==> config.mk <==
export PLATFORM = sky130hd
export DESIGN_NAME = pfm_mux
export DESIGN_NICKNAME = d
export VERILOG_FILES = /design/src/include/pfm_pkg.sv /design/src/rtl/pfm_mux.sv
export SDC_FILE = /design/constraint.sdc
export NUM_CORES = 1
export LEC_CHECK = 0
export ABC_CLOCK_PERIOD_IN_PS = 5150
export CAP_MARGIN = 20
export CORE_MARGIN = 2
export CORE_UTILIZATION = 62
export DETAILED_ROUTE_END_ITERATION = 8
export DONT_BUFFER_PORTS = 1
export GPL_ROUTABILITY_DRIVEN = 0
export PLACE_DENSITY_LB_ADDON = 0.12
export SYNTH_ARGS = -nofsm -noshare
export SYNTH_HDL_FRONTEND = slang
export SYNTH_SLANG_ARGS = --single-unit
==> constraint.sdc <==
create_clock -name clock_i -period 5.15 [get_ports clock_i]
set_clock_uncertainty 0.2 [all_clocks]
set_input_delay 0.515 -clock clock_i [delete_from_list [all_inputs] [get_ports clock_i]]
set_output_delay 0.515 -clock clock_i [all_outputs]
set_load 0.02 [all_outputs]
==> src/include/pfm_pkg.sv <==
// Purpose: constants and types for the pin function and event source mux
// Assumes: 32-bit APB data, byte offsets within the block
// Notes: two ports of sixteen pins, sixteen event lines
package pfm_pkg;
  localparam int PFM_PINS = 16;
  localparam int PFM_LINES = 16;
  localparam int PFM_FW = 4;
  localparam logic [11:0] PFM_OFF_ESS_LO = 12'h000;
  localparam logic [11:0] PFM_OFF_ESS_HI = 12'h004;
  localparam logic [11:0] PFM_OFF_PA_LO = 12'h020;
  localparam logic [11:0] PFM_OFF_PA_HI = 12'h024;
  localparam logic [11:0] PFM_OFF_PB_LO = 12'h028;
  localparam logic [11:0] PFM_OFF_PB_HI = 12'h02C;
  localparam logic [31:0] PFM_REG_RESET = 32'h0000_0000;
  localparam logic [3:0] PFM_FUNC_DEFAULT = 4'h0;
  localparam logic [3:0] PFM_SRC_PORT_A = 4'h0;
  localparam logic [3:0] PFM_SRC_PORT_B = 4'h1;

  typedef struct packed {
    logic sel;
    logic en;
    logic write;
    logic [11:0] addr;
    logic [31:0] wdata;
  } pfm_apb_req_s;

  typedef struct packed {
    logic [31:0] rdata;
    logic ready;
    logic err;
  } pfm_apb_rsp_s;
endpackage

==> src/rtl/pfm_mux.sv <==
// Purpose: pin function selection and event line source selection
// Assumes: lock bits come from the port lock register, held until reset
// Notes: registers reached over APB, zero wait states
`timescale 1ns/100ps
module pfm_mux
  import pfm_pkg::*;
#(
  parameter logic [15:0] PORT_A_PRESENT = 16'hFFFF,
  parameter logic [15:0] PORT_B_PRESENT = 16'hFFFF,
  parameter logic [15:0] FUNC_IMPLEMENTED = 16'hFFFF
) (
  input wire logic clock_i,
  input wire logic rst_i,
  input wire logic psel_i,
  input wire logic penable_i,
  input wire logic pwrite_i,
  input wire logic [11:0] paddr_i,
  input wire logic [31:0] pwdata_i,
  output logic [31:0] prdata_o,
  output logic pready_o,
  output logic pslverr_o,
  input wire logic [15:0] port_a_lock_i,
  input wire logic [15:0] port_b_lock_i,
  input wire logic [15:0] port_a_in_i,
  input wire logic [15:0] port_b_in_i,
  output logic [63:0] port_a_func_o,
  output logic [63:0] port_b_func_o,
  output logic [15:0] event_line_o
);

  ////////////////////////////////////////////////////////////////////////
  // register bank
  pfm_apb_req_s req;
  logic [31:0] ess_lo_r, ess_hi_r, pa_lo_r, pa_hi_r, pb_lo_r, pb_hi_r;
  logic [31:0] ess_lo_nxt, ess_hi_nxt, pa_lo_nxt, pa_hi_nxt, pb_lo_nxt, pb_hi_nxt;
  logic [31:0] prdata_r, prdata_nxt;
  logic pslverr_r, pslverr_nxt;
  logic wr_setup;

  assign req = '{sel: psel_i, en: penable_i, write: pwrite_i, addr: paddr_i,
                 wdata: pwdata_i};

  // lock applied per 4-bit field; key and write-once stay with the lock owner
  function automatic logic [31:0] lock_merge(input logic [31:0] old_v,
                                              input logic [31:0] new_v,
                                              input logic [7:0] lk);
    logic [31:0] r;
    r = new_v;
    for (int i = 0; i < 8; i++) begin
      if (lk[i]) begin
        r[i*4 +: 4] = old_v[i*4 +: 4];
      end
    end
    return r;
  endfunction

  function automatic logic addr_known(input logic [11:0] a);
    return (a == PFM_OFF_ESS_LO) || (a == PFM_OFF_ESS_HI) || (a == PFM_OFF_PA_LO) ||
           (a == PFM_OFF_PA_HI) || (a == PFM_OFF_PB_LO) || (a == PFM_OFF_PB_HI);
  endfunction

  // act in setup phase so the access phase completes with pready high
  assign wr_setup = req.sel && !req.en && req.write;

  always_comb begin
    ess_lo_nxt = ess_lo_r;
    ess_hi_nxt = ess_hi_r;
    pa_lo_nxt = pa_lo_r;
    pa_hi_nxt = pa_hi_r;
    pb_lo_nxt = pb_lo_r;
    pb_hi_nxt = pb_hi_r;
    prdata_nxt = prdata_r;
    pslverr_nxt = 1'b0;
    if (req.sel && !req.en) begin
      pslverr_nxt = !addr_known(req.addr);
      unique case (req.addr)
        PFM_OFF_ESS_LO: prdata_nxt = ess_lo_r;
        PFM_OFF_ESS_HI: prdata_nxt = ess_hi_r;
        PFM_OFF_PA_LO: prdata_nxt = pa_lo_r;
        PFM_OFF_PA_HI: prdata_nxt = pa_hi_r;
        PFM_OFF_PB_LO: prdata_nxt = pb_lo_r;
        PFM_OFF_PB_HI: prdata_nxt = pb_hi_r;
        default: prdata_nxt = 32'h0000_0000;
      endcase
      if (req.write) begin
        prdata_nxt = 32'h0000_0000;
      end
    end
    if (wr_setup) begin
      unique case (req.addr)
        PFM_OFF_ESS_LO: ess_lo_nxt = req.wdata;
        PFM_OFF_ESS_HI: ess_hi_nxt = req.wdata;
        PFM_OFF_PA_LO: pa_lo_nxt = lock_merge(pa_lo_r, req.wdata, port_a_lock_i[7:0]);
        PFM_OFF_PA_HI: pa_hi_nxt = lock_merge(pa_hi_r, req.wdata, port_a_lock_i[15:8]);
        PFM_OFF_PB_LO: pb_lo_nxt = lock_merge(pb_lo_r, req.wdata, port_b_lock_i[7:0]);
        PFM_OFF_PB_HI: pb_hi_nxt = lock_merge(pb_hi_r, req.wdata, port_b_lock_i[15:8]);
        default: ;
      endcase
    end
  end

  always_ff @(posedge clock_i) begin
    if (rst_i) begin
      ess_lo_r <= PFM_REG_RESET;
      ess_hi_r <= PFM_REG_RESET;
      pa_lo_r <= PFM_REG_RESET;
      pa_hi_r <= PFM_REG_RESET;
      pb_lo_r <= PFM_REG_RESET;
      pb_hi_r <= PFM_REG_RESET;
      prdata_r <= 32'h0000_0000;
      pslverr_r <= 1'b0;
    end else begin
      ess_lo_r <= ess_lo_nxt;
      ess_hi_r <= ess_hi_nxt;
      pa_lo_r <= pa_lo_nxt;
      pa_hi_r <= pa_hi_nxt;
      pb_lo_r <= pb_lo_nxt;
      pb_hi_r <= pb_hi_nxt;
      prdata_r <= prdata_nxt;
      pslverr_r <= pslverr_nxt;
    end
  end

  assign prdata_o = prdata_r;
  assign pslverr_o = pslverr_r;
  assign pready_o = 1'b1;

  ////////////////////////////////////////////////////////////////////////
  // pin function and event source decode, registered to the outputs
  logic [63:0] pa_cfg, pb_cfg;
  logic [63:0] pa_func_r, pb_func_r, pa_func_nxt, pb_func_nxt;
  logic [63:0] ess_all;
  logic [15:0] ev_r, ev_nxt;

  assign pa_cfg = {pa_hi_r, pa_lo_r};
  assign pb_cfg = {pb_hi_r, pb_lo_r};
  assign ess_all = {ess_hi_r, ess_lo_r};

  // unimplemented functions fall back to the default mapping
  function automatic logic [3:0] func_pick(input logic [3:0] sel);
    return FUNC_IMPLEMENTED[sel] ? sel : PFM_FUNC_DEFAULT;
  endfunction

  always_comb begin
    pa_func_nxt = '0;
    pb_func_nxt = '0;
    ev_nxt = '0;
    for (int n = 0; n < PFM_PINS; n++) begin
      pa_func_nxt[n*4 +: 4] = func_pick(pa_cfg[n*4 +: 4]);
      pb_func_nxt[n*4 +: 4] = func_pick(pb_cfg[n*4 +: 4]);
    end
    for (int n = 0; n < PFM_LINES; n++) begin
      // reserved codes and absent pins leave the line undriven (low)
      if (ess_all[n*4 +: 4] == PFM_SRC_PORT_A && PORT_A_PRESENT[n]) begin
        ev_nxt[n] = port_a_in_i[n];
      end else if (ess_all[n*4 +: 4] == PFM_SRC_PORT_B && PORT_B_PRESENT[n]) begin
        ev_nxt[n] = port_b_in_i[n];
      end
    end
  end

  always_ff @(posedge clock_i) begin
    if (rst_i) begin
      pa_func_r <= '0;
      pb_func_r <= '0;
      ev_r <= '0;
    end else begin
      pa_func_r <= pa_func_nxt;
      pb_func_r <= pb_func_nxt;
      ev_r <= ev_nxt;
    end
  end

  assign port_a_func_o = pa_func_r;
  assign port_b_func_o = pb_func_r;
  assign event_line_o = ev_r;

  ////////////////////////////////////////////////////////////////////////
  // checks
  locked_field_hold_a: assert property (@(posedge clock_i) disable iff (rst_i)
    port_b_lock_i[0] && $stable(port_b_lock_i) |=> pb_lo_r[3:0] == $past(pb_lo_r[3:0]))
    else $error("locked port b pin 0 field changed");
  unlocked_write_a: assert property (@(posedge clock_i) disable iff (rst_i)
    wr_setup && req.addr == PFM_OFF_PA_LO && port_a_lock_i[7:0] == 8'h00
    |=> pa_lo_r == $past(req.wdata))
    else $error("port a low write lost");
  reset_clear_a: assert property (@(posedge clock_i)
    rst_i |=> ess_lo_r == 32'h0000_0000 && ess_hi_r == 32'h0000_0000 &&
      pa_lo_r == 32'h0000_0000 && pa_hi_r == 32'h0000_0000 &&
      pb_lo_r == 32'h0000_0000 && pb_hi_r == 32'h0000_0000)
    else $error("register not cleared by reset");
  func_follow_a: assert property (@(posedge clock_i) disable iff (rst_i)
    FUNC_IMPLEMENTED[pa_cfg[7:4]] |=> pa_func_r[7:4] == $past(pa_cfg[7:4]))
    else $error("function select not forwarded");
  func_fallback_a: assert property (@(posedge clock_i) disable iff (rst_i)
    !FUNC_IMPLEMENTED[pa_cfg[47:44]] |=> pa_func_r[47:44] == 4'h0)
    else $error("unimplemented function not defaulted");
  event_src_b_a: assert property (@(posedge clock_i) disable iff (rst_i)
    ess_hi_r[31:28] == 4'h1 && PORT_B_PRESENT[15] |=> ev_r[15] == $past(port_b_in_i[15]))
    else $error("event line 15 not from port b");
  event_reserved_a: assert property (@(posedge clock_i) disable iff (rst_i)
    ess_lo_r[15:12] > 4'h1 |=> !ev_r[3])
    else $error("reserved event source drove line 3");
  unmapped_err_a: assert property (@(posedge clock_i) disable iff (rst_i)
    req.sel && !req.en && req.addr == 12'h010 |=> pslverr_r ##1 !pslverr_r)
    else $error("unmapped access not flagged");

endmodule

==> results.ini <==
[timing]
rsz0062_at_grt = no
clock.fmax_ghz = 0.416
hold_viol = 0
timing.final.crit_share_pct = 46.7
tns_ns = 0
finalSetupViolations = 0
tightestPinTransition_ns = 0.983
finalMaxSlewViolations = 0
fin_crit_ns = 2.41
slew_headroom_pct = 34.3
hold_slack_ns = 0.0390

[synthesis]
ys_seq_area_share_pct = 54.4
syn_inst = 1301
synth_area_leaders = dfxtp_1, mux2i_1, o31ai_1
synth_top_area_share_pct = 54.4
ys_ff_latch = 369
syn_avg_cell_area_um2 = 10.4
synth_warnings = 0
syn_area_um2 = 13600
synth_top_area_cell = dfxtp_1
synth_nets = 1414
synth.distinct_cells = 39

[pwr]
power_switching_share_pct = 20.8
vdd_drop_max_mv = 0.332
power_frac_seq_pct = 50.4
power_switching_uw = 1180
p_leak_uw = 0.00577
power.density_nw_per_um2 = 364
intPower_uw = 4510
comb_power_share_pct = 3.3
power.clock.fraction_pct = 46.3

[global_routing]
gr-total-overflow = 0
grt_pass1_wl_um = 57400
antenna_found_initial = 0
grt_max_degree = 134
grt_usage_pct = 30.9
grt_pass1_vias = 9945

[die]
die_w_um = 152
core-area_um2 = 21700
start_util_pct = 62.6
dieHeight_um = 152
pin_count = 291
dieArea_um2 = 23100
num_rows = 54

[outcome]
status = completed

[finish]
drive_above_1_share_pct = 6.04
nets = 1447
synthToLayoutAreaGrowth_pct = 15.1
seq_area_um2 = 7390
antennaDiodeCount = 0
n_fill_cell = 1555
multi_input_area_um2 = 5840

[critical_path]
path_class = in -> reg
cp_max_fo = 26
cp-end-kind = register
critPathArrivalTime_ns = 2.63
cp-start-kind = primary input
cp.required_ns = 5.37

[route]
drt_first_pass_iters = 5
routedWlPerCell_um = 22.4
drc_errors = 0
vias = 10115
drt_iter0_drc = 617
ant_nets = 0
wl_um = 36700
routed_via_density = 6.18

[clock_network]
cts_sinks = 369
post_cts_resized = 0
postCtsSetupRepairBufs = 0
htree_levels = 2
cts_tree = done
clk_pin_slew_ns = 0.06
cts.path.max_buffers = 3
cts_hold_buffers = 72
numCtsBuffers = 37
worstSkewPairLatency_ns = 0.50
cts_root_buf = clkbuf_16

[placement]
io_buffers = 0
place_hpwl_um = 21800

[hold_path]
hold_path.class = in -> reg

[run]
cap_violations = 0

-- registers in the layout, indices dropped and copies added, names as in the netlist --
register,flops
port_a_func_o,64
port_b_func_o,64
ess_hi_r,32
ess_lo_r,32
pa_hi_r,32
pa_lo_r,32
pb_hi_r,32
pb_lo_r,32
prdata_o,32
event_line_o,16
pslverr_o,1
-- synthesized netlist by cell type --
library cell / count
o21ai_0: 137
o211ai_1: 22
or3_4: 1
a21oi_1: 1
nand2_1: 55
nor4b_2: 1
conb_1: 1
dfxtp_1: 369
nand2_2: 1
nand2b_1: 96
nor2_1: 20
or4b_1: 1
and2_1: 2
nor3_2: 2
and4_1: 2
nor3b_4: 1
nand4_1: 5
a32oi_1: 23
o22ai_1: 32
nand4bb_1: 1
and3b_1: 1
o2111ai_1: 1
nor4_4: 1
buf_1: 7
buf_2: 9
and4b_1: 3
buf_4: 2
mux2i_1: 144
inv_1: 1
clkbuf_1: 70
o31ai_1: 128
nor2b_1: 129
or4_1: 16
buf_6: 2
a221oi_1: 9
nor4bb_1: 2
nor4b_1: 1
o21ai_1: 1
or4b_2: 1
-- metal layers --
layer / global-route usage, % / share of wire (%) / vias up
met5: 0 / 0 / -
li1: - / - / 4801
met3: 6.93 / 7.1 / 81
met1: 39.6 / 42 / 4857
met2: 51.5 / 48 / 376
met4: 11.1 / 3.1 / 0
-- logic make-up (layout without fill, tap and decap cells) --
kind of cell	Yosys count	after routing	synth area share [%]
flops	369	369	54.4
mux	144	144	10.6
other cells	1	1	0.0276
compound gates	354	354	17.0
simple gates	342	342	15.2
buf+inv	91	148	2.76
-- critical path, stage by stage --
cell and delay [ns]:
nand4bb_2 0.86, nor2_1 0.90, a221oi_1 0.18, o21ai_0 0.17
-- placed cells by master (no fill, tap or decap), types with 9 or more instances in the layout --
cell / n
a221oi_1: 9
or4_1: 16
dlygate4sd3_1: 71
clkbuf_16: 37
nand2b_1: 96
o31ai_1: 128
buf_4: 10
clkbuf_8: 11
a32oi_1: 23
o22ai_1: 32
o21ai_0: 137
o211ai_1: 22
nor2_1: 19
mux2i_1: 144
dfxtp_1: 369
nor2b_1: 129
nand2_1: 54
-- path summary, 6_finish.rpt --
| path | startpoint | to | slack, ns | cells after the start |
|---|---|---|---|---|
| max | paddr_i[0] | prdata_o[13] | 2.74 | 4 |
| min | rst_i | ess_hi_r[4] | 0.04 | 2 |
| max reg2reg | ess_lo_r[8] | event_line_o[2] | 3.10 | 4 |
| min reg2reg | pb_lo_r[14] | port_b_func_o[14] | 0.28 | 1 |
-- metrics by stage --
| step | instance area, µm² | util (%) | power [µW] | setup WS [ns] | cells |
|---|---|---|---|---|---|
| 6_report | 15600 | 72.1 | 5690 | 2.74 | 1638 |
| 5_1_grt | 15600 | 72.1 | 5840 | 2.54 | 1638 |
| 4_1_cts | 15600 | 71.9 | 5710 | 2.66 | 1636 |
| 3_5_place_dp | 13700 | 63.0 | 3030 | 2.13 | 1501 |
| 3_3_place_gp | 13700 | 63.0 | 3030 | 2.25 | 1501 |
| 2_1_floorplan | 13600 | - | 3040 | 2.95 | 1301 |
-- power by group through the flow --
stage	clock network, µW	logic, µW	registers, µW
2_1_floorplan	0	103	2940
3_5_place_dp	0	92.1	2940
3_3_place_gp	0	91.8	2940
6_report	2640	186	2870
5_1_grt	2770	198	2870
4_1_cts	2650	183	2870
-- cell type report --
cell class	instances	area share (%)
flip-flops and latches	369	47.3
multi-input cells	841	37.4
inverters	1	0.0240
well taps	280	2.24
repair buffers	84	5.47
clock buffers	55	7.06
clock inverters	8	0.576
Note: power is estimated with default switching activity, not from simulation.
